File: src/hsa_cfg.svh
// constants for the hot swap alert status byte
`ifndef HSA_CFG_SVH
`define HSA_CFG_SVH
`define HSA_BIT_ADC_NOW 0
`define HSA_BIT_ADC_ALERT 1
`define HSA_BIT_HOT_SWAP_OVERCURRENT 2
`define HSA_BIT_HS_FAIL 3
`define HSA_BIT_OFF_NOW 4
`define HSA_BIT_OFF_ALERT 5
`define HSA_STICKY_CNT 3
`define HSA_STICKY_ADC 0
`define HSA_STICKY_HS 1
`define HSA_STICKY_OFF 2
`define HSA_HIST_LEN 3
`define HSA_SPARE_BITS 2'b00
`define HSA_FLAG_RST 1'b0
`define HSA_HIST_RST 3'h0
`define HSA_BYTE_RST 8'h00
`define HSA_CNT_RST 3'h0
`define HSA_LAST_BIT 3'h7
`define HSA_CNT_STEP 3'h1
`define HSA_ADDR_W 7
`endif

File: src/hsa_pkg.sv
// types for the hot swap alert status byte
package hsa_pkg;
   typedef enum logic [5:0] {
      HSA_IDLE = 6'h01,
      HSA_ADDR = 6'h02,
      HSA_ADDR_CHK = 6'h04,
      HSA_ACK = 6'h08,
      HSA_SEND = 6'h10,
      HSA_MACK = 6'h20
   } hsa_state_e;
endpackage : hsa_pkg

File: src/hsa_sticky_flag.sv
// one sticky alert flag, set wins over clear
`timescale 1ns/1ps
`include "hsa_cfg.svh"
module hsa_sticky_flag (
   input wire logic core_clk,
   input wire logic rst_n,
   input wire logic ce,
   input wire logic set_cond,
   input wire logic clear_now,
   output logic flag_r
);
   wire logic flag_nxt = set_cond | (flag_r & ~clear_now);

   always_ff @(posedge core_clk) begin
      if (!rst_n) begin
         flag_r <= `HSA_FLAG_RST;
      end else if (ce) begin
         flag_r <= flag_nxt;
      end
   end
endmodule : hsa_sticky_flag

File: src/hsa_status_byte.sv
// hot swap alert status byte with its serial read-only responder
// Overview of operation
// - bit 0 is high while the last three current conversions exceeded the threshold.
// - bit 1 sets on an ADC overcurrent alert trip, held until clear.
// - bit 2 shows hot swap off by analog overcurrent; latch-off follows the present cause, unlike sticky bit 3.
// - retry variant bit 2 shows present state, 0 while retrying or recovered.
// - bit 3 sets when hot swap fails, held until clear.
// - bit 4 reads 1 while the ON pin is deasserted.
// - bit 4 also reads 1 while software off is set.
// - bit 5 sets on switch-off by ON pin or software off, held until clear.
// - clear request clears bits 1, 3, 5; self-clears; only bit 3 sets again while its cause holds; bit 1 needs a new trip, bit 5 a new switch-off.
// - master reads with start, 7-bit address, read bit, ack, then the byte.
`timescale 1ns/1ps
`include "hsa_cfg.svh"
module hsa_status_byte #(
   parameter bit LATCH_OFF = 1'b1,
   parameter int ADDR_W = `HSA_ADDR_W
) (
   input wire logic core_clk,
   input wire logic rst_n,
   input wire logic ce,
   input wire logic [ADDR_W-1:0] dev_addr,
   input wire logic conv_done,
   input wire logic adc_over_thresh,
   input wire logic en_adc_oc1,
   input wire logic en_adc_oc4,
   input wire logic hot_swap_overcurrent_off,
   input wire logic hs_retrying,
   input wire logic hot_swap_alert_enable,
   input wire logic on_pin,
   input wire logic software_off,
   input wire logic off_alert_enable,
   input wire logic clear_req,
   input wire logic scl_in,
   input wire logic sda_in,
   output logic sda_out,
   output logic sda_oe,
   output logic clear_done,
   output logic [7:0] status_byte
);
   logic [`HSA_HIST_LEN-1:0] hist_r;
   logic adc_overcurrent_now_r;
   logic hot_swap_overcurrent_r;
   logic power_off_state_r;
   logic [`HSA_STICKY_CNT-1:0] sticky_q;
   logic [`HSA_STICKY_CNT-1:0] sticky_set;
   logic scl_q;
   logic sda_q;
   hsa_pkg::hsa_state_e state_r, state_nxt;
   logic [2:0] cnt_r, cnt_nxt;
   logic [7:0] shift_r, shift_nxt;
   logic oe_r, oe_nxt;
   logic sda_out_r;
   logic clear_done_r;

   // conversion history and alert causes
   wire logic [`HSA_HIST_LEN-1:0] hist_nxt = conv_done ?
      {hist_r[`HSA_HIST_LEN-2:0], adc_over_thresh} : hist_r;
   wire logic hist_all = &hist_r;
   wire logic four_in_row = adc_over_thresh & hist_all;
   wire logic adc_trip = conv_done & adc_over_thresh & (en_adc_oc1 | (en_adc_oc4 & four_in_row));
   wire logic hot_swap_overcurrent_nxt = LATCH_OFF ? hot_swap_overcurrent_off : (hot_swap_overcurrent_off & ~hs_retrying);
   wire logic power_off_nxt = ~on_pin | software_off;
   wire logic off_event = power_off_nxt & ~power_off_state_r;

   assign sticky_set[`HSA_STICKY_ADC] = adc_trip;
   assign sticky_set[`HSA_STICKY_HS] = hot_swap_overcurrent_off & hot_swap_alert_enable;
   assign sticky_set[`HSA_STICKY_OFF] = off_event & off_alert_enable;

   // bits 1, 3 and 5
   for (genvar g = 0; g < `HSA_STICKY_CNT; g++) begin : g_sticky
      hsa_sticky_flag u_flag (
         .core_clk(core_clk),
         .rst_n(rst_n),
         .ce(ce),
         .set_cond(sticky_set[g]),
         .clear_now(clear_req),
         .flag_r(sticky_q[g])
      );
   end

   always_ff @(posedge core_clk) begin
      if (!rst_n) begin
         hist_r <= `HSA_HIST_RST;
         adc_overcurrent_now_r <= `HSA_FLAG_RST;
         hot_swap_overcurrent_r <= `HSA_FLAG_RST;
         power_off_state_r <= `HSA_FLAG_RST;
         clear_done_r <= `HSA_FLAG_RST;
      end else if (ce) begin
         hist_r <= hist_nxt;
         adc_overcurrent_now_r <= hist_all;
         hot_swap_overcurrent_r <= hot_swap_overcurrent_nxt;
         power_off_state_r <= power_off_nxt;
         clear_done_r <= clear_req;
      end
   end

   // status byte image, spare bits zero
   wire logic [7:0] status_img = {`HSA_SPARE_BITS,
      sticky_q[`HSA_STICKY_OFF], power_off_state_r,
      sticky_q[`HSA_STICKY_HS], hot_swap_overcurrent_r,
      sticky_q[`HSA_STICKY_ADC], adc_overcurrent_now_r};

   // bus condition decode on sampled pins
   wire logic scl_rise = scl_in & ~scl_q;
   wire logic scl_fall = ~scl_in & scl_q;
   wire logic start_cond = scl_in & scl_q & sda_q & ~sda_in;
   wire logic stop_cond = scl_in & scl_q & ~sda_q & sda_in;
   wire logic addr_hit = (shift_r[7:1] == dev_addr) & shift_r[0];
   wire logic last_bit = (cnt_r == `HSA_LAST_BIT);

   always_comb begin
      state_nxt = state_r;
      cnt_nxt = cnt_r;
      shift_nxt = shift_r;
      oe_nxt = oe_r;
      if (start_cond) begin
         state_nxt = hsa_pkg::HSA_ADDR;
         cnt_nxt = `HSA_CNT_RST;
         oe_nxt = 1'b0;
      end else if (stop_cond) begin
         state_nxt = hsa_pkg::HSA_IDLE;
         oe_nxt = 1'b0;
      end else begin
         unique case (state_r)
            hsa_pkg::HSA_IDLE: begin
               oe_nxt = 1'b0;
            end
            hsa_pkg::HSA_ADDR: begin
               if (scl_rise) begin
                  shift_nxt = {shift_r[6:0], sda_in};
                  cnt_nxt = cnt_r + `HSA_CNT_STEP;
                  if (last_bit) begin
                     state_nxt = hsa_pkg::HSA_ADDR_CHK;
                  end
               end
            end
            hsa_pkg::HSA_ADDR_CHK: begin
               if (scl_fall) begin
                  oe_nxt = addr_hit;
                  state_nxt = addr_hit ? hsa_pkg::HSA_ACK : hsa_pkg::HSA_IDLE;
               end
            end
            hsa_pkg::HSA_ACK: begin
               if (scl_fall) begin
                  shift_nxt = status_img;
                  oe_nxt = ~status_img[7];
                  cnt_nxt = `HSA_CNT_RST;
                  state_nxt = hsa_pkg::HSA_SEND;
               end
            end
            hsa_pkg::HSA_SEND: begin
               if (scl_fall) begin
                  if (last_bit) begin
                     oe_nxt = 1'b0;
                     state_nxt = hsa_pkg::HSA_MACK;
                  end else begin
                     shift_nxt = {shift_r[6:0], 1'b0};
                     oe_nxt = ~shift_r[6];
                     cnt_nxt = cnt_r + `HSA_CNT_STEP;
                  end
               end
            end
            hsa_pkg::HSA_MACK: begin
               if (scl_rise) begin
                  state_nxt = sda_in ? hsa_pkg::HSA_IDLE : hsa_pkg::HSA_ACK;
               end
            end
         endcase
      end
   end

   always_ff @(posedge core_clk) begin
      if (!rst_n) begin
         state_r <= hsa_pkg::HSA_IDLE;
         cnt_r <= `HSA_CNT_RST;
         shift_r <= `HSA_BYTE_RST;
         oe_r <= `HSA_FLAG_RST;
         sda_out_r <= `HSA_FLAG_RST;
         scl_q <= 1'b1;
         sda_q <= 1'b1;
      end else if (ce) begin
         state_r <= state_nxt;
         cnt_r <= cnt_nxt;
         shift_r <= shift_nxt;
         oe_r <= oe_nxt;
         sda_out_r <= `HSA_FLAG_RST;
         scl_q <= scl_in;
         sda_q <= sda_in;
      end
   end

   assign sda_out = sda_out_r;
   assign sda_oe = oe_r;
   assign clear_done = clear_done_r;
   assign status_byte = status_img;

   // checks
   AST_ADC_NOW: assert property (@(posedge core_clk) disable iff (!rst_n)
      ce |=> status_byte[`HSA_BIT_ADC_NOW] == $past(hist_all))
      else $error("adc overcurrent now does not follow three conversions");
   AST_ADC_ALERT: assert property (@(posedge core_clk) disable iff (!rst_n)
      (ce && adc_trip) |=> status_byte[`HSA_BIT_ADC_ALERT])
      else $error("adc alert not set by trip");
   AST_HS_LATCH: assert property (@(posedge core_clk) disable iff (!rst_n)
      (LATCH_OFF && ce && hot_swap_overcurrent_off && hot_swap_alert_enable) |=>
      status_byte[`HSA_BIT_HOT_SWAP_OVERCURRENT] && status_byte[`HSA_BIT_HS_FAIL])
      else $error("latch-off overcurrent bits disagree");
   AST_HS_RETRY: assert property (@(posedge core_clk) disable iff (!rst_n)
      (!LATCH_OFF && ce && hs_retrying) |=> !status_byte[`HSA_BIT_HOT_SWAP_OVERCURRENT])
      else $error("retry overcurrent bit high while retrying");
   AST_HS_HOLD: assert property (@(posedge core_clk) disable iff (!rst_n)
      (status_byte[`HSA_BIT_HS_FAIL] && !clear_req) |=> status_byte[`HSA_BIT_HS_FAIL])
      else $error("hot swap fail alert lost without clear");
   AST_OFF_NOW: assert property (@(posedge core_clk) disable iff (!rst_n)
      ce |=> status_byte[`HSA_BIT_OFF_NOW] == ($past(software_off) || !$past(on_pin)))
      else $error("power off state wrong");
   AST_OFF_ALERT: assert property (@(posedge core_clk) disable iff (!rst_n)
      (ce && off_alert_enable && power_off_nxt && !status_byte[`HSA_BIT_OFF_NOW])
      |=> status_byte[`HSA_BIT_OFF_ALERT])
      else $error("power off alert not set on switch-off");
   AST_CLEAR: assert property (@(posedge core_clk) disable iff (!rst_n)
      (ce && clear_req && sticky_set == 3'h0) |=> (sticky_q == 3'h0) && clear_done)
      else $error("clear did not clear alert bits");
   AST_SPARE: assert property (@(posedge core_clk) disable iff (!rst_n)
      status_byte[7:6] == `HSA_SPARE_BITS)
      else $error("spare status bits not zero");
   AST_ACK: assert property (@(posedge core_clk) disable iff (!rst_n)
      (ce && state_r == hsa_pkg::HSA_ADDR_CHK && scl_fall && !start_cond && !stop_cond
      && addr_hit) |=> sda_oe ##0 state_r == hsa_pkg::HSA_ACK)
      else $error("address match not acknowledged");
endmodule : hsa_status_byte

File: config.mk
export PLATFORM = sky130hd
export DESIGN_NAME = hsa_status_byte
export DESIGN_NICKNAME = d
export VERILOG_FILES = /design/src/hsa_pkg.sv /design/src/hsa_sticky_flag.sv /design/src/hsa_status_byte.sv
export VERILOG_INCLUDE_DIRS = /design/src /design/src/src
export SDC_FILE = /design/constraint.sdc
export NUM_CORES = 1
export LEC_CHECK = 0
export BUFFER_PORTS_ARGS = -buffer_cell sky130_fd_sc_hd__buf_2
export CAP_MARGIN = 0
export CORE_UTILIZATION = 55
export DETAILED_ROUTE_END_ITERATION = 10
export PLACE_DENSITY = 0.82
export SETUP_SLACK_MARGIN = 0.4
export SLEW_MARGIN = 20
export SYNTH_ARGS = -nofsm -noshare
export SYNTH_HDL_FRONTEND = slang
export SYNTH_SLANG_ARGS = --single-unit
File: constraint.sdc
create_clock -name core_clk -period 2.92 [get_ports core_clk]
set_input_delay 0.438 -clock core_clk [delete_from_list [all_inputs] [get_ports core_clk]]
set_output_delay 0.438 -clock core_clk [all_outputs]
set_load 0.01 [all_outputs]
# Yosys cells after proc, flatten, opt, wreduce, memory -nomap -nowiden
# Cells that the tools add are included.
[word_totals]
mem_count = 0
out_inout_bits = 11
rom_bits = 0
ram_bits = 0
latchBits = 0
regBits = 30
word_cells = 113
[classes]
bitwise = 33
shifts = 0
n_eq_ne = 24
mul = 0
n_lt_le_gt_ge = 0
n_addsub = 1
n_reduce_logical = 10
n_div = 0
muxes = 31
[ops]
columns = ["cell", "count"]
rows = [
  ["2-to-1 mux 6 bit", 9],
  ["2-to-1 mux 8 bit", 4],
  ["one-hot mux 6 bit (5 select lines)", 1],
  ["inequality test 4 bit, second input constant", 7],
  ["one-hot mux 8 bit (3 select lines)", 1],
  ["AND 1 bit", 18],
  ["2-to-1 mux 3 bit", 6],
  ["inequality test 3 bit, second input constant", 4],
  ["inequality test 2 bit, second input constant", 5],
  ["inverter 1 bit", 10],
  ["one-hot mux 3 bit (3 select lines)", 1],
  ["AND reduction 9 bit", 1],
  ["2-to-1 mux 4 bit", 2],
  ["AND reduction 8 bit", 1],
  ["== test 7 bit", 1],
  ["AND reduction 7 bit", 1],
  ["nonzero test 7 bit", 1],
  ["== test 6 x 1 -> 1 bit, second input constant", 1],
  ["== test 6 x 2 -> 1 bit, second input constant", 1],
  ["== test 6 x 3 -> 1 bit, second input constant", 1],
  ["== test 6 x 4 -> 1 bit, second input constant", 1],
  ["== test 6 x 5 -> 1 bit, second input constant", 1],
  ["== test 6 bit, second input constant", 1],
  ["2-to-1 mux 1 bit", 6],
  ["other kinds (10)", 14],
]

# Depth between registers and ports, before layout
# Gate-level depths: netlist (run 1).
[depth]
depth_word = 7
mapped_depth = 9
mapped_depth_nobuf = 8

# Hierarchy
# From an unflattened synthesis (run 1), not the netlist that was laid out.
[hier_totals]
cells_unflattened = 221
area_unflattened_um2 = 1828.0
[by_module_without_submodules]
columns = ["module", "area_each_um2", "cells_each", "n_inst"]
rows = [
  ["hsa_status_byte", 1711.6, 209, 1],
  ["hsa_sticky_flag", 38.8, 4, 3],
]

# Worst setup path after synthesis (run 1)
# No wires, ideal clock.
[synth_path]
kind = "reg2reg"
start = "register state_r[3]"
end = "register shift_r[2]"
slack_ns = 0.727
setup_ns = 0.116
path_buffers = 3
synth_period_minus_slack_ns = 2.193
path_stages_with_launch = 10
arrival_time_ns = 2.077
t_required_ns = 2.804
path_cell_list = "dfxtp_1 > buf_6 > or4_4 > or2_1 > buf_6 > a211o_1 > a21oi_4 > buf_6 > nand2_1 > o211a_1"
[synth_via]
elab_chain_cells = 3
word_cells_on_any_way = 10
cone_classes = "7 x eq/ne; 1 x mux; 2 x reduce/logical"
[synth_rtl]
columns = ["item", "line", "source"]
rows = [
  ["start: declaration", "hsa_status_byte.sv:49", "hsa_pkg::hsa_state_e state_r, state_nxt;"],
  ["start signal: assignment", "hsa_status_byte.sv:175", "state_r <= hsa_pkg::HSA_IDLE;"],
  ["start signal: assignment", "hsa_status_byte.sv:183", "state_r <= state_nxt;"],
  ["== test 6 x 5 -> 1 bit (tied with other cells)", "hsa_status_byte.sv:125", "unique case (state_r)"],
  ["inequality test 2 bit (no source line) / nonzero test 3 bit (equally long branches)", "-", ""],
  ["AND reduction 8 bit (no source line)", "-", ""],
  ["end signal: assignment", "hsa_status_byte.sv:177", "shift_r <= `HSA_BYTE_RST;"],
  ["end signal: assignment", "hsa_status_byte.sv:185", "shift_r <= shift_nxt;"],
  ["end: declaration", "hsa_status_byte.sv:51", "logic [7:0] shift_r, shift_nxt;"],
]
# Several ways; a longest one is shown, not always the timed one.
# A chain may end at the register's enable or synchronous reset.

# Worst setup path in the final report (run 1)
[layout_path]
start = "register state_r[3]"
end = "register shift_r[0]"
# Same word-level chain as after synthesis.

==> run_summary.xml, run 1 <==
<?xml version="1.0" encoding="UTF-8"?>
<metrics>
  <group name="worst_setup_path">
    <metric name="worst_setup_path_end_kind" unit="">flip-flop</metric>
    <metric name="path_max_fanout" unit="">16</metric>
    <metric name="critical_path_class" unit="">flip-flop to flip-flop</metric>
    <metric name="startpoint_type" unit="">flip-flop</metric>
    <metric name="crit_arrival" unit="ns">2.52</metric>
    <metric name="cp_data_required_time" unit="ns">3.17</metric>
    <metric name="r2r.worst_path.cells" unit="">7</metric>
  </group>
  <group name="synth">
    <metric name="largest_family_of_logic_cells_by_synthesized_area" unit="">simple AND/OR/NAND/NOR gates</metric>
    <metric name="synthAdderAreaFrac" unit="%">1.39</metric>
    <metric name="synth_mux_area_share" unit="%">5.58</metric>
    <metric name="synthCells" unit="">212</metric>
    <metric name="synth_top_flop_cell" unit="">dfxtp_1</metric>
    <metric name="compound_cell_area_share_of_the_yosys_netlist" unit="%">20.6</metric>
    <metric name="postSynthRegisterBits" unit="">30</metric>
    <metric name="async_flop_share" unit="%">0</metric>
    <metric name="yosysUniqueCellTypes" unit="">49</metric>
    <metric name="synth_enable_flop_cells" unit="">0</metric>
    <metric name="post_synth_xor_area_fraction" unit="%">4.39</metric>
    <metric name="simple_gate_area_share_of_the_yosys_netlist" unit="%">25.5</metric>
    <metric name="synth_seq_area_share" unit="%">33.5</metric>
    <metric name="post_synth.cell_area_avg" unit="sq um">8.46</metric>
    <metric name="syn_area" unit="sq um">1790</metric>
    <metric name="yosys_warnings" unit="">0</metric>
  </group>
  <group name="pwr">
    <metric name="power.share.sequential" unit="%">44.6</metric>
    <metric name="power.total" unit="W">0.000964</metric>
    <metric name="internal_power" unit="W">0.000748</metric>
    <metric name="p_per_area" unit="nW/um^2">483</metric>
    <metric name="power.static_leakage" unit="nW">0.923</metric>
    <metric name="ir_worst_vdd" unit="mV">0.304</metric>
    <metric name="pwr-share-comb" unit="%">9.3</metric>
    <metric name="clock_share_of_power" unit="%">46.2</metric>
    <metric name="power_switching_share" unit="%">22.4</metric>
    <metric name="power.switching" unit="W">0.000216</metric>
  </group>
  <group name="sta">
    <metric name="setup_viol" unit="">0</metric>
    <metric name="fin_setup_tns" unit="ns">0</metric>
    <metric name="worst_slew_pin_slew" unit="ns">0.570</metric>
    <metric name="rsz0062_at_grt" unit="">false</metric>
    <metric name="fin_crit" unit="ns">2.26</metric>
    <metric name="fmax" unit="MHz">442</metric>
    <metric name="finalClockSkew" unit="ns">0.0116</metric>
    <metric name="worst_slew_margin_rel" unit="%">62.0</metric>
    <metric name="hold_violations" unit="">0</metric>
    <metric name="final_period_util" unit="%">77.6</metric>
    <metric name="hold-worst-slack" unit="ns">0.368</metric>
    <metric name="finalMaxSlewViolations" unit="">0</metric>
  </group>
  <group name="clock_network">
    <metric name="cts_num_sinks" unit="">30</metric>
    <metric name="clock_tree.buffer_depth" unit="">2</metric>
    <metric name="clkTransAtPathRegs" unit="ns">0.10</metric>
    <metric name="clock-root-buffer" unit="">clkbuf_4</metric>
    <metric name="number_of_buffers_created_by_cts" unit="">5</metric>
    <metric name="tritoncts" unit="">yes</metric>
    <metric name="htreeDepth" unit="">2</metric>
    <metric name="clk_latency" unit="ns">0.34</metric>
  </group>
  <group name="place">
    <metric name="place.detailed.hpwl" unit="microns">2430</metric>
    <metric name="placement.io_buffers" unit="">29</metric>
    <metric name="placement.cell_area" unit="sq um">1860</metric>
    <metric name="routability_congestion_estimate_from_global_placement" unit="">0.889</metric>
  </group>
  <group name="global_route">
    <metric name="grt_start_max_net_pins" unit="">38</metric>
    <metric name="initial_antenna_violation_count" unit="">0</metric>
    <metric name="grt_overflow_total" unit="">0</metric>
    <metric name="grt_first_pass_wirelength" unit="microns">5920</metric>
    <metric name="vias_in_the_first_global_route" unit="">1328</metric>
    <metric name="total_global_route_track_usage" unit="%">23.2</metric>
  </group>
  <group name="floorplan">
    <metric name="die_width" unit="microns">59.1</metric>
    <metric name="die_h" unit="microns">59.1</metric>
    <metric name="die_area" unit="sq um">3490</metric>
    <metric name="initial_utilization" unit="%">58.3</metric>
    <metric name="design.portCount" unit="">34</metric>
    <metric name="placementRows" unit="">20</metric>
    <metric name="core_area" unit="sq um">3080</metric>
  </group>
  <group name="drt">
    <metric name="route.detailed.drc" unit="">0</metric>
    <metric name="viasPerCell" unit="">5.54</metric>
    <metric name="first_pass_iters" unit="">4</metric>
    <metric name="drt-wirelength-per-cell" unit="microns">12.6</metric>
    <metric name="routed-via-count" unit="">1513</metric>
    <metric name="initialDrtViolationCount" unit="">99</metric>
    <metric name="route.final.wire_length" unit="microns">3430</metric>
    <metric name="drt_antenna_net_count" unit="">0</metric>
  </group>
  <group name="cells_and_area">
    <metric name="antennaDiodeCount" unit="">0</metric>
    <metric name="final_layout_size_suffix_gt1_share" unit="%">18.3</metric>
    <metric name="layout.nets" unit="">253</metric>
    <metric name="layout.cell_area.non_filler" unit="sq um">1990</metric>
    <metric name="flow.area_growth_from_synthesis" unit="%">11.1</metric>
    <metric name="fillers" unit="">289</metric>
  </group>
  <group name="worst_hold_path">
    <metric name="min-delay-path-class" unit="">input port to flip-flop</metric>
    <metric name="hold-path-cell-count" unit="">3</metric>
  </group>
  <group name="status">
    <metric name="run_status" unit="">completed</metric>
  </group>
  <group name="flow_run">
    <metric name="cap_viol_max_count" unit="">0</metric>
  </group>
</metrics>
-- what timing repair did --
item	in CTS	in global routing
resized for setup	0	0
setup endpoints to repair	0	1
buffers inserted	0	1
hold buffers	0	0
endpoints found under the hold margin	0	0
-- synth_stat cells, types with 2 or more instances --
cell      number  area (sq um)
buf_1          2          7.51
nand2_1       24          90.1
nor4_1         2          12.5
a21boi_0       5          37.5
nand3b_1       3          22.5
o211ai_1       3          22.5
clkbuf_1       9          33.8
dfxtp_1       30           601
o211a_1        7          70.1
or3_1          2          12.5
a21oi_1        3          15.0
nand3_1       16          80.1
buf_6          3          33.8
xnor2_1        4          35.0
nand2b_1       7          43.8
a21boi_1       2          15.0
a32o_1         3          30.0
o21ai_0       12          60.1
nor3_1         3          15.0
nor2_1         5          18.8
nor2b_1        7          43.8
xor2_1         5          43.8
ha_1           2          25.0
buf_4          9          67.6
o22ai_1        2          12.5
o311a_1        2          20.0
and3_1         4          25.0
inv_1          3          11.3
nand4b_1       2          17.5
and2_1         3          18.8
mux2i_1       10           100
-- area by class of cell --
type                       instances  area (sq um)  area share, %
multi-input combinational        157          1040           52.3
sequential                        30           601           30.1
timing repair buffer              31           173           8.66
clock inverter                     2          60.1           3.01
tap                               44          55.1           2.76
clock buffer                       6          51.3           2.57
inverter                           3          11.3          0.565
-- placed cells by master (no fill, tap or decap), drive strengths merged, types with 3 or more instances in the layout --
master  instances
nor2b           7
nand2b          7
o211ai          3
clkbuf          6
dfxtp          30
a21boi          7
a32o            3
and2            3
nand3          16
o21ai          12
nand3b          3
buf            31
xnor2           4
o211a           7
inv             3
mux2i          10
nor2            5
a21oi           4
nand2          24
xor2            5
and3            4
conb            3
nor3            3
-- routing by layer --
layer	part of all wire (%)	global-route usage, %	vias to the layer above
li1	-	-	785
met1	46	27.4	686
met2	46	37.2	37
met3	5.7	9.39	5
met4	1.5	9.86	0
met5	0	0	-
-- worst max-delay path: stages, from the launching register on --
cell	delay, ns
dfxtp_1	0.41
or4_4	0.56
or2_1	0.35
a211o_1	0.33
a21oi_4	0.15
buf_12	0.15
o211ai_1	0.09
o211a_1	0.12
-- worst paths after layout --
kind	startpoint	end	slack, ns
worst max-delay path	state_r[3]	shift_r[0]	0.66
worst min-delay path	hot_swap_overcurrent_off	hot_swap_overcurrent_r	0.37
worst max register to register	state_r[3]	shift_r[0]	0.66
worst min register to register	hist_r[2]	hist_r[2]	0.47
-- state kept, by name (all words and copies together) (netlist names) --
register                count
state_r                     6
scl_q                       1
hot_swap_overcurrent_r      1
shift_r                     8
adc_overcurrent_now_r       1
clear_done                  1
g_sticky.u_flag.flag_r      3
power_off_state_r           1
hist_r                      3
sda_oe                      1
cnt_r                       3
sda_q                       1
-- kinds of logic after synthesis --
| group | after synthesis |
|---|---|
| and+or+nand+nor | 85 |
| AOI/OAI and AO/OA | 48 |
| DFF | 30 |
| buffers and inverters | 27 |
| muxes | 10 |
| xor gates and xnor gates | 9 |
| adders and majority gates | 2 |
| other | 1 |
-- power by group through the flow --
stage               sequential, W  combinational [W]  clock [W]
floorplan                0.000433          0.0000726          0
global placement         0.000439          0.0000875          0
finish                   0.000430          0.0000892   0.000445
global route             0.000432           0.000100   0.000475
detailed placement       0.000439          0.0000897          0
CTS                      0.000430          0.0000899   0.000455
-- stage by stage --
step                setup WS, ns  instances  utilization, %
floorplan                  0.727        214               -
global placement           0.547        264            60.5
detailed placement         0.530        264            60.5
CTS                        0.519        272            64.1
global route               0.551        273            64.8
finish                     0.655        273            64.8
Note: power is estimated with default switching activity, not from simulation.
==> run 2, diff against run 1 <==
--- a/config.mk
+++ b/config.mk
@@ -6,11 +6,12 @@
 export SDC_FILE = /design/constraint.sdc
 export NUM_CORES = 1
 export LEC_CHECK = 0
+export ABC_AREA = 1
 export BUFFER_PORTS_ARGS = -buffer_cell sky130_fd_sc_hd__buf_2
 export CAP_MARGIN = 0
-export CORE_UTILIZATION = 55
+export CORE_UTILIZATION = 50
 export DETAILED_ROUTE_END_ITERATION = 10
-export PLACE_DENSITY = 0.82
+export PLACE_DENSITY = 0.78
 export SETUP_SLACK_MARGIN = 0.4
 export SLEW_MARGIN = 20
 export SYNTH_ARGS = -nofsm -noshare
==> constraint.sdc (replaced) <==
create_clock -name core_clk -period 1.8 [get_ports core_clk]
set_input_delay 0.27 -clock core_clk [delete_from_list [all_inputs] [get_ports core_clk]]
set_output_delay 0.27 -clock core_clk [all_outputs]
set_load 0.01 [all_outputs]
==> run_summary.xml, run 2 <==
<?xml version="1.0" encoding="UTF-8"?>
<metrics>
  <group name="synth">
    <metric name="synthCells" unit="">328</metric>
    <metric name="synth_top_cell_area_share" unit="%">30.4</metric>
    <metric name="ys_top_cells_by_count" unit="">nand2_1 (100), nor2_1 (62), inv_1 (41), dfxtp_1 (30), nand3_1 (21)</metric>
    <metric name="syn_area" unit="sq um">1980</metric>
    <metric name="postSynthRegisterBits" unit="">30</metric>
    <metric name="async_flop_share" unit="%">0</metric>
    <metric name="post_synth.cell_area_avg" unit="sq um">6.03</metric>
    <metric name="yosysUniqueCellTypes" unit="">31</metric>
    <metric name="yosys-top-cells-area" unit="">dfxtp_1 (30%), nand2_1 (19%), nor2_1 (12%), inv_1 (7.8%), nand3_1 (5.3%)</metric>
    <metric name="yosys_warnings" unit="">0</metric>
    <metric name="synth_top_flop_cell" unit="">dfxtp_1</metric>
    <metric name="yosys.cell_count.top_type" unit="">nand2_1</metric>
    <metric name="cell_type_contributing_the_most_total_cell_area_after_synthesis" unit="">dfxtp_1</metric>
    <metric name="synth_enable_flop_cells" unit="">0</metric>
    <metric name="synth_seq_area_share" unit="%">30.4</metric>
  </group>
  <group name="drt">
    <metric name="first_pass_iters" unit="">4</metric>
    <metric name="wl_met3" unit="microns">250</metric>
    <metric name="drt_antenna_net_count" unit="">0</metric>
    <metric name="viasPerCell" unit="">4.99</metric>
    <metric name="initialDrtViolationCount" unit="">157</metric>
    <metric name="drt-wirelength-per-cell" unit="microns">11.3</metric>
    <metric name="met2RoutedLength" unit="microns">2270</metric>
    <metric name="top_signal_layer_used" unit="">met4</metric>
    <metric name="routed-via-count" unit="">2086</metric>
    <metric name="route.final.wire_length" unit="microns">4710</metric>
    <metric name="route.detailed.drc" unit="">0</metric>
    <metric name="wl_met1" unit="microns">2120</metric>
  </group>
  <group name="sta">
    <metric name="finalMaxSlewViolations" unit="">0</metric>
    <metric name="finalClockSkew" unit="ns">0.00812</metric>
    <metric name="setup_viol" unit="">0</metric>
    <metric name="hold_violations" unit="">0</metric>
    <metric name="final_period_util" unit="%">86.1</metric>
    <metric name="rsz0062_at_grt" unit="">true</metric>
    <metric name="hold-worst-slack" unit="ns">0.247</metric>
    <metric name="fin_crit" unit="ns">1.55</metric>
    <metric name="fmax" unit="MHz">645</metric>
    <metric name="fin_setup_tns" unit="ns">0</metric>
  </group>
  <group name="flow_run">
    <metric name="cap_viol_max_count" unit="">0</metric>
  </group>
  <group name="cells_and_area">
    <metric name="top_register" unit="">shift_r</metric>
    <metric name="final_layout_size_suffix_gt1_share" unit="%">29.2</metric>
    <metric name="flow.area_growth_from_synthesis" unit="%">26.8</metric>
    <metric name="final_cell_mix" unit="">nand2_1 (92), nor2_1 (56), inv_1 (36), buf_2 (29), dfxtp_1 (22)</metric>
    <metric name="layout.nets" unit="">394</metric>
    <metric name="finish.utilization" unit="%">67.5</metric>
    <metric name="mostFrequentLayoutCell" unit="">nand2_1</metric>
    <metric name="largestRegisters" unit="">shift_r (8), state_r (6)</metric>
    <metric name="largest_register_ff_count" unit="">8</metric>
    <metric name="antennaDiodeCount" unit="">0</metric>
    <metric name="layout.cells.non_filler" unit="">418</metric>
  </group>
  <group name="worst_setup_path">
    <metric name="path_max_fanout" unit="">6</metric>
    <metric name="worst_setup_path_end_kind" unit="">flip-flop</metric>
    <metric name="crit_arrival" unit="ns">1.77</metric>
    <metric name="startpoint_type" unit="">flip-flop</metric>
    <metric name="reg2reg_slack" unit="ns">0.25</metric>
    <metric name="critical_path_class" unit="">flip-flop to flip-flop</metric>
    <metric name="cp_data_required_time" unit="ns">2.02</metric>
  </group>
  <group name="floorplan">
    <metric name="die_area" unit="sq um">4210</metric>
    <metric name="initial_utilization" unit="%">53.2</metric>
    <metric name="design.portCount" unit="">34</metric>
    <metric name="die_width" unit="microns">64.9</metric>
    <metric name="placementRows" unit="">22</metric>
    <metric name="core_area" unit="sq um">3720</metric>
    <metric name="die_h" unit="microns">64.9</metric>
  </group>
  <group name="status">
    <metric name="run_status" unit="">completed</metric>
  </group>
  <group name="clock_network">
    <metric name="clkTransAtPathRegs" unit="ns">0.07</metric>
    <metric name="tritoncts" unit="">yes</metric>
    <metric name="clock_tree.buffer_depth" unit="">2</metric>
    <metric name="htreeDepth" unit="">2</metric>
    <metric name="clock-root-buffer" unit="">clkbuf_8</metric>
    <metric name="cts_num_sinks" unit="">30</metric>
    <metric name="number_of_buffers_created_by_cts" unit="">5</metric>
    <metric name="clk_latency" unit="ns">0.29</metric>
  </group>
  <group name="global_route">
    <metric name="initial_antenna_violation_count" unit="">0</metric>
    <metric name="grt_start_max_net_pins" unit="">22</metric>
    <metric name="total_global_route_track_usage" unit="%">24.1</metric>
    <metric name="vias_in_the_first_global_route" unit="">1856</metric>
    <metric name="grt_first_pass_wirelength" unit="microns">7920</metric>
    <metric name="grt_overflow_total" unit="">0</metric>
  </group>
  <group name="pwr">
    <metric name="p_per_area" unit="nW/um^2">775</metric>
    <metric name="ir_worst_vdd" unit="mV">0.597</metric>
    <metric name="power.static_leakage" unit="nW">1.33</metric>
  </group>
  <group name="worst_hold_path">
    <metric name="min-delay-path-class" unit="">input port to flip-flop</metric>
  </group>
  <group name="place">
    <metric name="routability_congestion_estimate_from_global_placement" unit="">0.864</metric>
    <metric name="post-place-cells" unit="">395</metric>
    <metric name="place.detailed.hpwl" unit="microns">3030</metric>
    <metric name="placement.io_buffers" unit="">29</metric>
  </group>
</metrics>
[run 2: changes by cell type in the layout (fill, tap and decap cells not counted), moves of 8 or more]
cell / before / now
inv_1: 3 / 36
dfxtp_1: 30 / 22
mux2i_1: 10 / 0
nor2_1: 5 / 56
nand2_1: 24 / 92
a21oi_1: 3 / 12
buf_4: 1 / 14
[run 2: worst paths after layout]
check,start,end,cells after the start
setup / recovery,state_r[0],cnt_r[0],8
hold / removal,hot_swap_overcurrent_off,hot_swap_overcurrent_r,3
setup reg to reg,state_r[0],cnt_r[0],8
hold reg to reg,clear_done,clear_done,2
[run 2: layer usage]
layer | global-route usage [%] | vias to the layer above
li1 | - | 1091
met1 | 29.8 | 934
met2 | 39.6 | 50
met3 | 6.34 | 11
met4 | 8.89 | 0
met5 | 0 | -
[run 2: area by class of cell]
cell class	instances	area, sq um
inverter	44	165
clock buffer	6	82.6
clock inverter	2	60.1
fill	318	1210
tap	48	60.1
sequential	30	618
timing repair buffer	45	273
multi-input combinational	243	1250
[run 2: what timing repair did]
action	in CTS	in global routing
gates cloned	0	1
gates resized for setup	27	21
buffers inserted	13	1
pin swaps	14	8
hold buffers	0	0
setup endpoints to repair	18	18
[run 2: critical path, stage by stage, from the launching register on]
cell and delay, ns:
dfxtp_4 0.36, nor2_4 0.19, nand3_4 0.17, buf_6 0.16, o211ai_1 0.31, nor2_4 0.07, nand2_1 0.07, nand2_1 0.05
nor2_1 0.09
[run 2: metrics by stage]
stage	instance area [sq um]	setup slack, ns	power, W
floorplan	1990	0.392	0.000969
global placement	2120	0.208	0.00103
detailed placement	2120	0.192	0.00104
CTS	2440	0.279	0.00193
global route	2510	0.112	0.00204
finish	2510	0.251	0.00194
[run 2: kinds of logic (layout without fill, tap and decap cells)]
group           after synthesis  in the layout  synth area share (%)
buf+inv                      58             97                  13.2
other cells                   1              3                 0.190
fa+ha+maj                     2              2                  1.26
xor+xnor                      2              2                 0.886
simple gates                201            202                  43.7
flops                        30             30                  30.4
compound gates               34             34                  10.4
[run 2: where the power goes]
part | internal, W | leakage [nW] | total [W] | switching, W
Clock | 0.000590 | 0.0714 | 0.000858 | 0.000268
Combinational | 0.000135 | 1.01 | 0.000349 | 0.000215
Sequential | 0.000702 | 0.248 | 0.000737 | 0.0000350
Total | 0.00143 | 1.33 | 0.00194 | 0.000518
==> run 3, diff against run 2 <==
--- a/config.mk
+++ b/config.mk
@@ -6,10 +6,9 @@
 export SDC_FILE = /design/constraint.sdc
 export NUM_CORES = 1
 export LEC_CHECK = 0
-export ABC_AREA = 1
 export BUFFER_PORTS_ARGS = -buffer_cell sky130_fd_sc_hd__buf_2
 export CAP_MARGIN = 0
-export CORE_UTILIZATION = 50
+export CORE_UTILIZATION = 49
 export DETAILED_ROUTE_END_ITERATION = 10
 export PLACE_DENSITY = 0.78
 export SETUP_SLACK_MARGIN = 0.4
==> run_summary.xml, run 3 (synthesis gave the netlist of run 1 again) <==
<?xml version="1.0" encoding="UTF-8"?>
<metrics>
  <group name="status">
    <metric name="run_status" unit="">complete, but fails checks</metric>
    <metric name="failed_checks" unit="">setup timing</metric>
  </group>
  <group name="clock_network">
    <metric name="clock_tree.buffer_depth" unit="">2</metric>
    <metric name="clkTransAtPathRegs" unit="ns">0.08</metric>
    <metric name="clk_latency" unit="ns">0.33</metric>
    <metric name="tritoncts" unit="">yes</metric>
    <metric name="number_of_buffers_created_by_cts" unit="">5</metric>
    <metric name="cts_num_sinks" unit="">30</metric>
    <metric name="clock-root-buffer" unit="">clkbuf_4</metric>
    <metric name="htreeDepth" unit="">2</metric>
    <metric name="cts_hold_buffers" unit="">0</metric>
  </group>
  <group name="pwr">
    <metric name="p_per_area" unit="nW/um^2">566</metric>
    <metric name="power.share.sequential" unit="%">54.9</metric>
    <metric name="power_switching_share" unit="%">26.5</metric>
    <metric name="ir_worst_vdd" unit="mV">0.467</metric>
    <metric name="clock_share_of_power" unit="%">29.0</metric>
    <metric name="internal_power" unit="W">0.000922</metric>
    <metric name="power.switching" unit="W">0.000333</metric>
    <metric name="pwr-share-comb" unit="%">16.0</metric>
    <metric name="power.static_leakage" unit="nW">1.05</metric>
  </group>
  <group name="global_route">
    <metric name="total_global_route_track_usage" unit="%">21.8</metric>
    <metric name="grt_first_pass_wirelength" unit="microns">6740</metric>
    <metric name="grt_overflow_total" unit="">0</metric>
    <metric name="grt_start_max_net_pins" unit="">22</metric>
    <metric name="vias_in_the_first_global_route" unit="">1596</metric>
    <metric name="initial_antenna_violation_count" unit="">0</metric>
  </group>
  <group name="floorplan">
    <metric name="die_area" unit="sq um">3910</metric>
    <metric name="core_area" unit="sq um">3420</metric>
    <metric name="die_h" unit="microns">62.5</metric>
    <metric name="design.portCount" unit="">34</metric>
    <metric name="die_width" unit="microns">62.5</metric>
    <metric name="placementRows" unit="">21</metric>
    <metric name="initial_utilization" unit="%">52.5</metric>
  </group>
  <group name="place">
    <metric name="placement.io_buffers" unit="">29</metric>
    <metric name="routability_congestion_estimate_from_global_placement" unit="">0.839</metric>
    <metric name="placement.cell_area" unit="sq um">2120</metric>
    <metric name="place.detailed.hpwl" unit="microns">2930</metric>
    <metric name="dpl_worst_slack" unit="ns">-0.274</metric>
    <metric name="post-place-cells" unit="">295</metric>
  </group>
  <group name="worst_setup_path">
    <metric name="cp_slowest_stage_delay" unit="ns">0.53</metric>
    <metric name="startpoint_type" unit="">flip-flop</metric>
    <metric name="reg2reg_slack" unit="ns">-0.22</metric>
    <metric name="critical_path_class" unit="">flip-flop to flip-flop</metric>
    <metric name="crit-reg2reg-launch" unit="">state_r[2]</metric>
    <metric name="cp_data_required_time" unit="ns">2.07</metric>
    <metric name="worst_path_cell_trace" unit="">or4_4 -&gt; or2_4 -&gt; a211o_1 -&gt; a21oi_4 -&gt; buf_12 -&gt; nand3_1 -&gt; a21boi_1</metric>
    <metric name="path_max_fanout" unit="">15</metric>
    <metric name="r2r-end" unit="">shift_r[6]</metric>
    <metric name="worst_setup_path_end_kind" unit="">flip-flop</metric>
    <metric name="crit_arrival" unit="ns">2.29</metric>
    <metric name="slowest_cell_on_the_critical_path" unit="">or4_4</metric>
    <metric name="r2r.worst_path.cells" unit="">7</metric>
  </group>
  <group name="cells_and_area">
    <metric name="finish.utilization" unit="%">65.0</metric>
    <metric name="layout.cells.non_filler" unit="">304</metric>
    <metric name="flow.area_growth_from_synthesis" unit="%">23.7</metric>
    <metric name="top_register" unit="">shift_r</metric>
    <metric name="antennaDiodeCount" unit="">0</metric>
    <metric name="layout.area.seq" unit="sq um">602</metric>
    <metric name="final_layout_size_suffix_gt1_share" unit="%">31.8</metric>
    <metric name="largest_register_ff_count" unit="">8</metric>
    <metric name="multi_input_combinational_cell_area" unit="sq um">1100</metric>
    <metric name="layout.nets" unit="">283</metric>
    <metric name="largestRegisters" unit="">shift_r (8), state_r (6)</metric>
    <metric name="layout.cell_area.non_filler" unit="sq um">2220</metric>
    <metric name="fillers" unit="">298</metric>
    <metric name="final_cell_mix" unit="">dfxtp_1 (29), buf_2 (29), buf_4 (29), nand2_1 (24), nand3_1 (11)</metric>
  </group>
  <group name="sta">
    <metric name="finalClockSkew" unit="ns">0.00559</metric>
    <metric name="fin_crit" unit="ns">2.02</metric>
    <metric name="hold_violations" unit="">0</metric>
    <metric name="final_setup_margin" unit="ns">-0.218</metric>
    <metric name="finalMaxSlewViolations" unit="">0</metric>
    <metric name="rsz0062_at_grt" unit="">true</metric>
    <metric name="fmax" unit="MHz">495</metric>
    <metric name="setup_viol" unit="">18</metric>
    <metric name="hold-worst-slack" unit="ns">0.225</metric>
    <metric name="final_period_util" unit="%">112</metric>
  </group>
  <group name="drt">
    <metric name="routed-via-count" unit="">1642</metric>
    <metric name="drt_antenna_net_count" unit="">0</metric>
    <metric name="first_pass_iters" unit="">4</metric>
    <metric name="initialDrtViolationCount" unit="">99</metric>
    <metric name="drt-wirelength-per-cell" unit="microns">13.1</metric>
    <metric name="route.final.wire_length" unit="microns">3990</metric>
    <metric name="route.detailed.drc" unit="">0</metric>
    <metric name="viasPerCell" unit="">5.40</metric>
  </group>
  <group name="flow_run">
    <metric name="cap_viol_max_count" unit="">0</metric>
  </group>
  <group name="worst_hold_path">
    <metric name="hold-path-cell-count" unit="">3</metric>
    <metric name="min-delay-path-class" unit="">input port to flip-flop</metric>
    <metric name="min_from" unit="">hot_swap_overcurrent_off</metric>
    <metric name="hold_end" unit="">hot_swap_overcurrent_r</metric>
  </group>
</metrics>
-- run 3: changes by cell type in the layout (fill, tap and decap cells not counted), sizes merged, moves of 10 or more --
cell   before  now
nand2     106   24
inv        43    3
nor2       69    5
buf        45   61
mux2i       0   10
a21oi      14    4
-- run 3: timing repair --
item / in CTS / in global routing
hold endpoints to repair: 0 / 0
pin swaps: 5 / 8
setup buffers: 1 / 1
setup endpoints to repair: 18 / 18
resized for setup: 8 / 4
-- run 3: cell type report --
cell class	instances	area share [%]
multi-input cells	157	49.5
flip-flops and latches	30	27.1
repair buffers	61	18.3
well taps	46	2.59
clock buffers	7	2.03
inverters	3	0.507
-- run 3: routing by layer --
metal  part of all wire [%]  track usage, %
met1                     46            25.5
met2                     48            37.1
met3                    5.0            6.02
met4                    1.4            9.01
met5                      0               0
-- run 3: worst max path at each step --
stage	cells past startpoint	from	to	slack (ns)
6_report	7	state_r[2]	shift_r[6]	-0.22
5_1_grt	7	state_r[2]	shift_r[6]	-0.33
4_1_cts	7	state_r[2]	shift_r[3]	-0.23
3_5_place_dp	7	state_r[2]	shift_r[3]	-0.27
3_3_place_gp	6	state_r[2]	cnt_r[2]	-0.25
2_1_floorplan	9	state_r[0]	shift_r[2]	-0.37
-- run 3: critical path: cells and delay by family (launching register included) --
| family | cells | cell delay [ns] |
|---|---|---|
| and+or+nand+nor | 3 | 0.88 |
| DFF | 1 | 0.33 |
| buffers and inverters | 1 | 0.15 |
| AOI/OAI and AO/OA | 3 | 0.59 |
-- run 3: stage by stage --
step	total power [W]	TNS (ns)
after detailed placement	0.000895	-3.75
after floorplan	0.000830	-2.99
final	0.00126	-3.02
after global routing	0.00132	-4.27
after global placement	0.000893	-3.57
after CTS	0.00126	-3.17
-- run 3: power by group through the flow --
stage / clock network, W / registers [W] / logic (W)
after global placement: 0 / 0.000705 / 0.000188
final: 0.000365 / 0.000690 / 0.000201
after floorplan: 0 / 0.000704 / 0.000126
after global routing: 0.000412 / 0.000692 / 0.000220
after detailed placement: 0 / 0.000705 / 0.000190
after CTS: 0.000376 / 0.000690 / 0.000198
